<file path="src/core/charger_ctl_regs.svh">
`ifndef CHARGER_CTL_REGS_SVH
`define CHARGER_CTL_REGS_SVH
// Contract
// On battery power-up, load register defaults from OTP before any activity.
// On source plug-in assert input good, detect port, then limit and charge.
// Each port either detects or waits 100ms before detection counts finished.
// Startup limit is pin divider when external limit enable is 1, else 128mA.
// With detection enabled, detection result replaces the startup limit.
// Host writes per-port limit registers; written value becomes active limit.
// On source removal drop input good and return limit to divider or minimum.
// While dead-battery comparator flags bad battery, input limiting is disabled.
// Reset pin below 0.44V stops every function regardless of state.
// Reset through the reset pin returns every register to its default.
// Limit registers span 96 to 16352 mA at 32 mA per code.
// Host should program termination current at 300mA or more.
// While charging, end charge when battery current falls below termination.
// Outside charging, rail on above high threshold, off below low threshold.
// While charging, rail operation ignores threshold rewrites or crossings.
// Trickle moves to pre-charge when battery reaches trickle threshold.
// Pre-charge moves to fast charge at the minimum system voltage.
// Full-charge register b in T3-T5, c in T5-T4 and T1-T2, else a.
// Host should program all three full-charge registers alike if unwanted.
// After full charge, restart when battery falls to recharge threshold.
// Short current past watchdog sets status bit 6; charging continues.
// Battery irq threshold holds 0 to 19200mV, 1mV, compared for irq select.
// Host should set overvoltage about 10 percent above full-charge a.
// Host should set trickle and pre-charge near one tenth of fast current.
// A host-written limit stays in force until removal or reset.

`define OFS_BUS_LIM    8'h07
`define OFS_ADP_LIM    8'h08
`define OFS_STATUS     8'h01
`define OFS_MINSYS     8'h11
`define OFS_VALH       8'h12
`define OFS_VALL       8'h13
`define OFS_ITRICKLE   8'h14
`define OFS_IPRE       8'h15
`define OFS_IFAST      8'h16
`define OFS_ITERM      8'h17
`define OFS_VTRICKLE   8'h18
`define OFS_VFULL_A    8'h1a
`define OFS_VFULL_B    8'h1b
`define OFS_VFULL_C    8'h1c
`define OFS_VRECHG     8'h1d
`define OFS_VOVP       8'h1e
`define OFS_ISHORT     8'h1f
`define OFS_VBAT_IRQ   8'h48
`define SHORT_BIT      6
`define LIM_MIN_CODE   16'h0003
`define LIM_MAX_CODE   16'h01ff
`define LIM_128MA      16'h0004
`define VBAT_IRQ_MAX   16'h4b00
`define WAIT_MS        100
`define CLK_KHZ        50000
`define WAIT_CYCLES    (`WAIT_MS * `CLK_KHZ)
`define OTP_WORDS      17
`endif

</file>
<file path="src/core/charger_ctl_pkg.sv">
package charger_ctl_pkg;
  typedef enum logic [2:0] {
    CHG_IDLE, CHG_TRICKLE, CHG_PRE, CHG_FAST, CHG_FULL
  } chg_state_t;
  typedef enum logic [1:0] {
    SRC_MIN, SRC_PIN, SRC_DET, SRC_HOST
  } lim_src_t;
  typedef enum logic [1:0] {
    TEMP_NORMAL, TEMP_T3_T5, TEMP_T5_T4, TEMP_T1_T2
  } temp_zone_t;
  typedef struct packed {
    logic [15:0] vbat_mv;
    logic [15:0] battery_current_ma;
    logic [15:0] system_rail_mv;
    logic        dead_batt;
    logic        short_wdt_done;
  } meas_t;
  typedef struct packed {
    logic        wr;
    logic        rd;
    logic [7:0]  addr;
    logic [15:0] wdata;
  } reg_req_t;
endpackage : charger_ctl_pkg

</file>
<file path="src/core/charger_input_limit_profile_ctl.sv">
`timescale 1ns/1ps
`include "charger_ctl_regs.svh"
module charger_input_limit_profile_ctl #(
  parameter int unsigned WAIT_CYCLES = `WAIT_CYCLES
) (
  input  wire logic                         sys_clk,
  input  wire logic                         srst,
  input  wire logic                         reset_pin_low,
  input  wire logic                         otp_valid,
  input  wire logic [15:0]                  otp_data,
  output logic                              otp_req,
  output logic [4:0]                        otp_index,
  input  wire logic                         bus_present,
  input  wire logic                         adp_present,
  input  wire logic                         external_limit_enable,
  input  wire logic                         bus_det_enable,
  input  wire logic                         adp_det_enable,
  input  wire logic                         bus_det_done,
  input  wire logic                         adp_det_done,
  input  wire logic [15:0]                  bus_det_limit,
  input  wire logic [15:0]                  adp_det_limit,
  input  wire logic [15:0]                  pin_limit,
  input  wire logic                         charge_start,
  input  wire charger_ctl_pkg::temp_zone_t  temp_zone,
  input  wire charger_ctl_pkg::meas_t       meas,
  input  wire charger_ctl_pkg::reg_req_t    req,
  output logic [15:0]                       rdata,
  output logic                              rvalid,
  output logic                              input_good,
  output logic                              limit_enable,
  output logic [15:0]                       active_limit,
  output logic                              converter_enable,
  output logic                              system_rail_enable,
  output logic [15:0]                       charge_current,
  output logic [15:0]                       charge_voltage,
  output charger_ctl_pkg::chg_state_t       chg_state,
  output logic                              battery_short_flag,
  output logic                              vbat_irq_cmp
);
  ////////////////////////////////////////////////////////////////////////
  logic [15:0] regs_reg [0:`OTP_WORDS-1];
  logic        loaded_reg;
  logic [4:0]  load_idx_reg;
  logic [4:0]  widx;
  logic        wvalid;
  logic        hw_rst;
  logic [15:0] status_reg;
  logic        src_present;
  logic        src_present_d_reg;
  logic        det_done_reg;
  logic        host_lim_reg;
  logic [31:0] wait_cnt_reg;
  charger_ctl_pkg::lim_src_t src_reg;
  charger_ctl_pkg::chg_state_t state_reg;
  logic        rail_on_reg;
  logic [15:0] vfull;

  // The reset pin acts as a full device reset, same as srst.
  assign hw_rst      = srst | reset_pin_low; // see R9
  assign src_present = bus_present | adp_present;

  // Map offsets to array slots; slot order is the OTP load order.
  always_comb begin
    widx   = 5'd0;
    wvalid = 1'b1;
    case (req.addr)
      `OFS_BUS_LIM:  widx = 5'd0;
      `OFS_ADP_LIM:  widx = 5'd1;
      `OFS_MINSYS:   widx = 5'd2;
      `OFS_VALH:     widx = 5'd3;
      `OFS_VALL:     widx = 5'd4;
      `OFS_ITRICKLE: widx = 5'd5;
      `OFS_IPRE:     widx = 5'd6;
      `OFS_IFAST:    widx = 5'd7;
      `OFS_ITERM:    widx = 5'd8;
      `OFS_VTRICKLE: widx = 5'd9;
      `OFS_VFULL_A:  widx = 5'd10;
      `OFS_VFULL_B:  widx = 5'd11;
      `OFS_VFULL_C:  widx = 5'd12;
      `OFS_VRECHG:   widx = 5'd13;
      `OFS_VOVP:     widx = 5'd14;
      `OFS_ISHORT:   widx = 5'd15;
      `OFS_VBAT_IRQ: widx = 5'd16;
      default:       wvalid = 1'b0;
    endcase
  end

  ////////////////////////////////////////////////////////////////////////
  // OTP default load; only the read port and the status clear run until it finishes.
  always_ff @(posedge sys_clk) begin
    if (hw_rst) begin
      loaded_reg   <= 1'b0;
      load_idx_reg <= 5'd0;
    end else if (!loaded_reg && otp_valid) begin
      if (load_idx_reg == 5'(`OTP_WORDS - 1)) begin
        loaded_reg <= 1'b1;
      end
      load_idx_reg <= load_idx_reg + 5'd1;
    end
  end
  assign otp_req   = !loaded_reg;
  assign otp_index = load_idx_reg;

  // Register array: OTP fills it, then the host may write it.
  always_ff @(posedge sys_clk) begin
    if (!loaded_reg && otp_valid && !hw_rst) begin
      regs_reg[load_idx_reg] <= otp_data; // see R1
    end else if (loaded_reg && req.wr && wvalid) begin
      if (widx <= 5'd1) begin
        // Out-of-range limit codes are clamped into the legal span.
        if (req.wdata < `LIM_MIN_CODE) begin
          regs_reg[widx] <= `LIM_MIN_CODE;
        end else if (req.wdata > `LIM_MAX_CODE) begin
          regs_reg[widx] <= `LIM_MAX_CODE;
        end else begin
          regs_reg[widx] <= req.wdata;
        end
      end else if (widx == 5'd16 && req.wdata > `VBAT_IRQ_MAX) begin
        regs_reg[widx] <= `VBAT_IRQ_MAX;
      end else begin
        regs_reg[widx] <= req.wdata;
      end
    end
  end

  // Status: short flag sticks; a host write of one clears it, set wins.
  always_ff @(posedge sys_clk) begin
    if (hw_rst) begin
      status_reg <= 16'h0000;
    end else if (loaded_reg && meas.battery_current_ma > regs_reg[15] && meas.short_wdt_done) begin
      status_reg[`SHORT_BIT] <= 1'b1;
    end else if (req.wr && req.addr == `OFS_STATUS && req.wdata[`SHORT_BIT]) begin
      status_reg[`SHORT_BIT] <= 1'b0;
    end
  end
  assign battery_short_flag = status_reg[`SHORT_BIT];
  assign vbat_irq_cmp = loaded_reg && (meas.vbat_mv >= regs_reg[16]);

  always_ff @(posedge sys_clk) begin
    if (hw_rst) begin
      rdata  <= 16'h0000;
      rvalid <= 1'b0;
    end else begin
      rvalid <= req.rd;
      if (req.addr == `OFS_STATUS) begin
        rdata <= status_reg;
      end else if (wvalid && loaded_reg) begin
        rdata <= regs_reg[widx];
      end else begin
        rdata <= 16'h0000;
      end
    end
  end

  ////////////////////////////////////////////////////////////////////////
  // Source insertion, port detection or fixed wait, limit selection.
  always_ff @(posedge sys_clk) begin
    if (hw_rst || !loaded_reg) begin
      src_present_d_reg <= 1'b0;
      input_good        <= 1'b0;
      det_done_reg      <= 1'b0;
      wait_cnt_reg      <= 32'd0;
      src_reg           <= charger_ctl_pkg::SRC_MIN;
      host_lim_reg      <= 1'b0;
    end else begin
      src_present_d_reg <= src_present;
      input_good        <= src_present; // see R2
      if (!src_present) begin
        det_done_reg <= 1'b0;
        wait_cnt_reg <= 32'd0;
        host_lim_reg <= 1'b0;
        src_reg      <= external_limit_enable ? charger_ctl_pkg::SRC_PIN
                                              : charger_ctl_pkg::SRC_MIN;
      end else if (!src_present_d_reg) begin
        src_reg <= external_limit_enable ? charger_ctl_pkg::SRC_PIN
                                         : charger_ctl_pkg::SRC_MIN;
      end else if (!det_done_reg) begin
        if ((bus_present ? bus_det_enable : adp_det_enable)) begin
          if (bus_present ? bus_det_done : adp_det_done) begin
            det_done_reg <= 1'b1;
            src_reg      <= charger_ctl_pkg::SRC_DET;
          end
        end else if (wait_cnt_reg >= 32'(WAIT_CYCLES - 1)) begin
          det_done_reg <= 1'b1;
        end else begin
          wait_cnt_reg <= wait_cnt_reg + 32'd1;
        end
      end
      if (src_present && req.wr && (req.addr == `OFS_BUS_LIM || req.addr == `OFS_ADP_LIM)) begin
        host_lim_reg <= 1'b1; // see R6
      end
    end
  end

  always_ff @(posedge sys_clk) begin
    if (hw_rst || !loaded_reg) begin
      active_limit <= `LIM_128MA;
    end else if (host_lim_reg) begin
      active_limit <= bus_present ? regs_reg[0] : regs_reg[1];
    end else begin
      case (src_reg)
        charger_ctl_pkg::SRC_PIN: active_limit <= pin_limit;
        charger_ctl_pkg::SRC_DET: active_limit <= bus_present ? bus_det_limit
                                                              : adp_det_limit;
        default:                  active_limit <= `LIM_128MA;
      endcase
    end
  end
  assign limit_enable = loaded_reg && !hw_rst && !meas.dead_batt;

  ////////////////////////////////////////////////////////////////////////
  // Charge profile.
  always_comb begin
    case (temp_zone)
      charger_ctl_pkg::TEMP_T3_T5: vfull = regs_reg[11];
      charger_ctl_pkg::TEMP_T5_T4,
      charger_ctl_pkg::TEMP_T1_T2: vfull = regs_reg[12];
      default:                     vfull = regs_reg[10];
    endcase
  end

  always_ff @(posedge sys_clk) begin
    if (hw_rst || !loaded_reg) begin
      state_reg <= charger_ctl_pkg::CHG_IDLE;
    end else if (!input_good || !src_present || !det_done_reg) begin
      // Follow the raw presence level so the profile stops in the cycle that detection
      // is cleared, rather than one cycle later under a stale limit.
      state_reg <= charger_ctl_pkg::CHG_IDLE;
    end else begin
      case (state_reg)
        charger_ctl_pkg::CHG_IDLE:
          if (charge_start) begin
            state_reg <= charger_ctl_pkg::CHG_TRICKLE;
          end
        charger_ctl_pkg::CHG_TRICKLE:
          if (meas.vbat_mv >= regs_reg[9]) begin
            state_reg <= charger_ctl_pkg::CHG_PRE;
          end
        charger_ctl_pkg::CHG_PRE:
          if (meas.vbat_mv >= regs_reg[2]) begin
            state_reg <= charger_ctl_pkg::CHG_FAST;
          end
        charger_ctl_pkg::CHG_FAST:
          if (meas.vbat_mv >= vfull && meas.battery_current_ma < regs_reg[8]) begin
            state_reg <= charger_ctl_pkg::CHG_FULL;
          end
        charger_ctl_pkg::CHG_FULL:
          if (meas.vbat_mv <= regs_reg[13]) begin
            state_reg <= charger_ctl_pkg::CHG_FAST;
          end
        default: state_reg <= charger_ctl_pkg::CHG_IDLE;
      endcase
    end
  end
  assign chg_state = state_reg;

  always_ff @(posedge sys_clk) begin
    if (hw_rst || !loaded_reg) begin
      charge_current <= 16'h0000;
      charge_voltage <= 16'h0000;
    end else begin
      case (state_reg)
        charger_ctl_pkg::CHG_TRICKLE: charge_current <= regs_reg[5];
        charger_ctl_pkg::CHG_PRE:     charge_current <= regs_reg[6];
        charger_ctl_pkg::CHG_FAST:    charge_current <= regs_reg[7];
        default:                      charge_current <= 16'h0000;
      endcase
      charge_voltage <= vfull;
    end
  end

  // Rail hysteresis is frozen while a charge is in progress.
  always_ff @(posedge sys_clk) begin
    if (hw_rst || !loaded_reg || !input_good) begin
      rail_on_reg <= 1'b0;
    end else if (state_reg == charger_ctl_pkg::CHG_IDLE ||
                 state_reg == charger_ctl_pkg::CHG_FULL) begin
      if (meas.system_rail_mv > regs_reg[3]) begin
        rail_on_reg <= 1'b1;
      end else if (meas.system_rail_mv < regs_reg[4]) begin
        rail_on_reg <= 1'b0;
      end
    end
  end
  assign system_rail_enable = rail_on_reg;
  assign converter_enable   = rail_on_reg && det_done_reg;
endmodule : charger_input_limit_profile_ctl

</file>
<file path="config.mk">
export PLATFORM = sky130hd
export DESIGN_NAME = charger_input_limit_profile_ctl
export DESIGN_NICKNAME = d
export VERILOG_FILES = /design/src/core/charger_ctl_pkg.sv /design/src/core/charger_input_limit_profile_ctl.sv
export VERILOG_INCLUDE_DIRS = /design/src /design/src/core
export SDC_FILE = /design/constraint.sdc
export NUM_CORES = 1
export LEC_CHECK = 0
export BUFFER_PORTS_ARGS = -buffer_cell sky130_fd_sc_hd__clkbuf_2
export CAP_MARGIN = 20
export CORE_ASPECT_RATIO = 1.25
export CORE_MARGIN = 2
export CORE_UTILIZATION = 60
export DETAILED_ROUTE_END_ITERATION = 10
export PLACE_DENSITY = 0.93
export SYNTH_ARGS = -nofsm -noshare
export SYNTH_HDL_FRONTEND = slang
export SYNTH_SLANG_ARGS = --single-unit
</file>
<file path="constraint.sdc">
create_clock -name sys_clk -period 8.6 [get_ports sys_clk]
set_input_delay 2.15 -clock sys_clk [delete_from_list [all_inputs] [get_ports sys_clk]]
set_output_delay 2.15 -clock sys_clk [all_outputs]
set_load 0.03 [all_outputs]
</file>
Word-level counts from Yosys, hierarchy flattened
Memory sizes are Yosys's and may differ from the RTL's.
Cells that the tools add are included.
{"block": "totals", "mem_bits_rw": 272, "ff_bits": 113, "wordCells": 195, "n_memories": 1}
{"block": "op_classes", "order_cmp": 14, "bitwise_logic": 11, "eq_ne": 38, "add_sub_neg": 2, "muxes": 70, "n_reduce_logical": 43}
{"name": "regs_reg", "words": 17, "width": 16, "rd": 17, "rd_clocked_by_memory_dff": 0, "write_ports": 1, "line_no": "charger_input_limit_profile_ctl.sv:41", "source": "logic [15:0] regs_reg [0:`OTP_WORDS-1];"}
{"operator": "$mux W16", "count": 8}
{"operator": "$eq A8 B5 Y1 const B", "count": 14}
{"operator": "$pmux W5 S16", "count": 1}
{"operator": "$ge A16 B16 Y1", "count": 4}
{"operator": "$pmux W16 S2", "count": 2}
{"operator": "$pmux W16 S3", "count": 1}
{"operator": "$mux W1", "count": 44}
{"operator": "$add A32 B1 Y32 const B", "count": 1}
{"operator": "$ge A32 B23 Y1 const B", "count": 1}
{"operator": "$gt A16 B16 Y1", "count": 2}
{"operator": "$lt A16 B16 Y1", "count": 2}
{"operator": "$logic_and A1 B1 Y1", "count": 17}
{"operator": "$reduce_or A17 Y1", "count": 1}
{"operator": "$gt A16 B15 Y1 const B", "count": 1}
{"operator": "$gt A16 B9 Y1 const B", "count": 1}
{"operator": "$le A16 B16 Y1", "count": 1}
{"operator": "$lt A16 B2 Y1 const B", "count": 1}
{"operator": "$reduce_or A16 Y1", "count": 1}
{"operator": "$mux W3", "count": 5}
{"operator": "$pmux W3 S5", "count": 1}
{"operator": "$mux W7", "count": 2}
{"operator": "$eq A5 B5 Y1 const B", "count": 2}
{"operator": "$mux W2", "count": 5}
{"operator": "$ne A2 B2 Y1 const B", "count": 5}
{"operator": "other kinds (27)", "count": 55}

Depth between registers and ports, before layout
{"block": "logic_depth", "word_depth": 13, "ltp_mapped": 13, "depth_no_buf": 11}

Worst setup path before layout
OpenSTA, ideal clock, no wires.
{"block": "synth_path", "path_kind": "input port to output port", "start": "input port meas[34] (netlist bit)", "end": "output port vbat_irq_cmp", "t_arrival_ns": 3.743, "cell_stages": 9, "slack_ns": 2.707, "path_cell_list": "inv_1 -> ha_1 -> nand2b_1 -> a21o_1 -> a21o_1 -> a211oi_1 -> o21bai_1 -> a31oi_1 -> o21ai_0"}
{"block": "synth_between", "elab_chain_cells": 2}
{"item": "from (decl)", "line_no": "charger_input_limit_profile_ctl.sv:25", "source": "input wire charger_ctl_pkg::meas_t meas,"}
{"item": "$ge A16 B16 Y1", "line_no": "charger_input_limit_profile_ctl.sv:137", "source": "assign vbat_irq_cmp = loaded_reg && (meas.vbat_mv >= regs_reg[16]);"}
{"item": "$logic_and A1 B1 Y1", "line_no": "charger_input_limit_profile_ctl.sv:137"}
{"item": "to (decl)", "line_no": "charger_input_limit_profile_ctl.sv:38", "source": "output logic vbat_irq_cmp"}
Every way passes these cells.

Final worst setup path
Ends and elaborated chain as after synthesis.

==> results_dict.tcl <==
set metrics [dict create \
    grt_pass1_vias 16205 \
    path_class "input port to output port" \
    h-tree-depth 2 \
    port_buffers 233 \
    layout.nets 2254 \
    root_buffer "clkbuf_16" \
    grt-ovfl-total 0 \
    post_cts_hold_buffer_count 0 \
    r2r-start "loaded_reg$_SDFFE_PP0P_" \
    ys_types 84 \
    tightest_slew_ps 1102 \
    grt_usage_pct 36.27 \
    drive_gt1_share_pct 22.96 \
    worst_r2r_endpoint "rdata[6]$_SDFF_PP0_" \
    rsz0062_at_grt "false" \
    finalSetupViolations 0 \
    ant_nets 0 \
    cts.clk_slew.worst_paths_ps 60 \
    ys.flop_type "edfxtp_1" \
    die_h_um 210.2 \
    crit_slowest_cell "ha_1" \
    final.fill_count 2092 \
    synth-async-reset-ratio_pct 0 \
    final.min_clock_period_ps 6139 \
    worst_setup_path_start_kind "input port" \
    viasPerCell 6.984 \
    ys_ff_latch 401 \
    io-pin-count 234 \
    die_x_um 168.9 \
    power_leakage_nw 9.437 \
    hold_depth 1 \
    wire_per_inst_um 27.17 \
    worstPathArrival_ps 3990 \
    syn_to_final_growth_pct 14.52 \
    min_to "wait_cnt_reg[29]$_SDFFE_PP0P_" \
    clockBufferDepth 3 \
    maxSlewViolCount 0 \
    p_total_mw 4.073 \
    slew_headroom_pct 26.51 \
    vdd_drop_max_mv 0.1404 \
    synth_edf_count 288 \
    place_hpwl_mm 45.05 \
    cts_resized 0 \
    synthCells 1714 \
    required_ps 6450 \
    r2r_cells 5 \
    end_kind "output port" \
    cts_num_sinks 401 \
    avgSynthCellArea_sq_um 11.90 \
    first_pass_iters 6 \
    seq_area_frac_synth_pct 53.47 \
    gp_congestion 0.9681 \
    coreArea_sq_um 33500 \
    num_rows 75 \
    antenna_found_initial 1 \
    via_count 16796 \
    fmax_mhz 162.9 \
    max_stage_delay_ps 250 \
    tns_ps 0 \
    clock_latency_ps 550 \
    cp_max_fo 5 \
    final_cells 2405 \
    synth_area_sq_um 20400 \
    dp_cells 2335 \
    post_cts_buffers 0 \
    n_antenna_cell 0 \
    fin_skew_ps 20.33 \
    finalWirelength_mm 65.34 \
    hp-class "flip-flop to flip-flop" \
    cts-buffers-inserted 39 \
    reg2reg_slack_ps 5350 \
    power_density_nw_per_um2 174.3 \
    max_cap_viol_count 0 \
    fin_crit_sh_pct 71.38 \
    synthesis.nets 2015 \
    multi_input_area_sq_um 8697 \
    cts_tree "yes" \
    grt_start_max_net_pins 49 \
    grt_pass1_wl_mm 96.62 \
    largest_reg_flops 288 \
    cp_cell_sequence "clkbuf_2, inv_1, ha_1, nand2b_1, a21o_1, a21o_1, a211oi_1, o21bai_1, a31oi_1, o21ai_0, clkbuf_2" \
    hold_viol 0 \
    seq_area_sq_um 10910 \
    min-delay-start "wait_cnt_reg[29]$_SDFFE_PP0P_" \
    dieArea_sq_um 35510 \
    status "finished clean" \
    drc 0 \
    yosysWarnings 0 \
    start_util_pct 60.91 \
    drt-initial-drc-count 2596 \
]
## stage by stage
stage	cell area, sq um	setup WS, ps	util [%]	hold slack [ps]
floorplan	20400	2707	-	430.2
detailed placement	22100	2469	65.98	445.1
global route	23370	2252	69.75	482.0
global placement	22090	2523	65.94	443.2
CTS	23370	2461	69.75	464.4
finish	23370	2461	69.75	467.3
## cells in the mapped netlist, drive strengths merged, types with 22 or more instances
cell type,number,area [sq um]
a211oi,25,192.7
a21o,27,202.7
a21oi,103,523.0
a22oi,47,357.8
buf,28,166.4
clkbuf,45,168.9
dfxtp,113,2262
edfxtp,288,8648
ha,147,1839
inv,135,506.7
mux2,47,529.3
mux2i,52,520.5
mux4,46,1036
nand2,100,375.4
nand3,28,140.1
nor2,140,530.5
nor3,22,110.1
o21ai,57,289.0
## worst max-delay path by stage
stage / endpoint / startpoint / depth (start not counted) / slack [ps]
after CTS: vbat_irq_cmp / meas[34] / 11 / 2460
after detailed placement: vbat_irq_cmp / meas[34] / 11 / 2470
after floorplan: vbat_irq_cmp / meas[34] / 9 / 2710
after global placement: vbat_irq_cmp / meas[34] / 11 / 2520
after global routing: vbat_irq_cmp / meas[34] / 11 / 2250
final: vbat_irq_cmp / meas[34] / 11 / 2460
## routing by layer
metal  routed length, um  GRT usage, %  vias to the layer above
li1                    -             -                     6950
met1               22110         45.61                     7917
met2               29960         58.11                     1601
met3                8578         7.754                      326
met4                4680         21.52                        2
met5                  13             0                        -
## kinds of logic (layout without fill, tap and decap cells)
family	Yosys count	count (layout)	share of synthesized area, %
fa+ha+maj	147	147	9.014
simple gates	414	414	9.830
buf+inv	209	477	4.145
mux	145	145	10.22
flops	401	401	53.47
compound gates	385	385	12.72
xor+xnor	13	13	0.5948
## worst max-delay path: cells and delay by family
kind                       cells  cell delay, ps
buffers and inverters          3             430
and+or+nand+nor                1             150
AOI/OAI and AO/OA              6            1010
adders and majority gates      1             250
## cells in the final DEF (no fill, tap or decap), types with 17 or more instances in the layout
| cell | synthesis | final |
|---|---|---|
| nand4_1 | 19 | 19 |
| clkbuf_2 | 0 | 233 |
| a21oi_1 | 101 | 101 |
| nand3_1 | 28 | 28 |
| mux2_2 | 47 | 47 |
| ha_1 | 147 | 147 |
| buf_4 | 6 | 37 |
| nor2_1 | 138 | 136 |
| mux2i_1 | 52 | 52 |
| clkbuf_16 | 0 | 39 |
| mux4_2 | 46 | 46 |
| a22o_1 | 19 | 19 |
| nor3_1 | 22 | 17 |
| a211oi_1 | 24 | 24 |
| inv_1 | 135 | 136 |
| a22oi_1 | 46 | 46 |
| nand2_1 | 100 | 100 |
| edfxtp_1 | 288 | 288 |
| o21ai_0 | 50 | 50 |
| a21o_1 | 27 | 27 |
| dfxtp_1 | 113 | 113 |
## final cells by class
cell class,count,area share [%]
flip-flops and latches,401,46.69
multi-input cells,1104,37.22
repair buffers,271,6.227
clock buffers,48,4.492
well taps,423,2.265
inverters,136,2.185
clock inverters,22,0.9210
## power by group
group	switching [mW]	total (mW)	internal (mW)
clock	0.739	1.73	0.990
combinational	0.167	0.270	0.103
sequential	0.00244	2.07	2.07
Power figures use the tool's default switching activity.
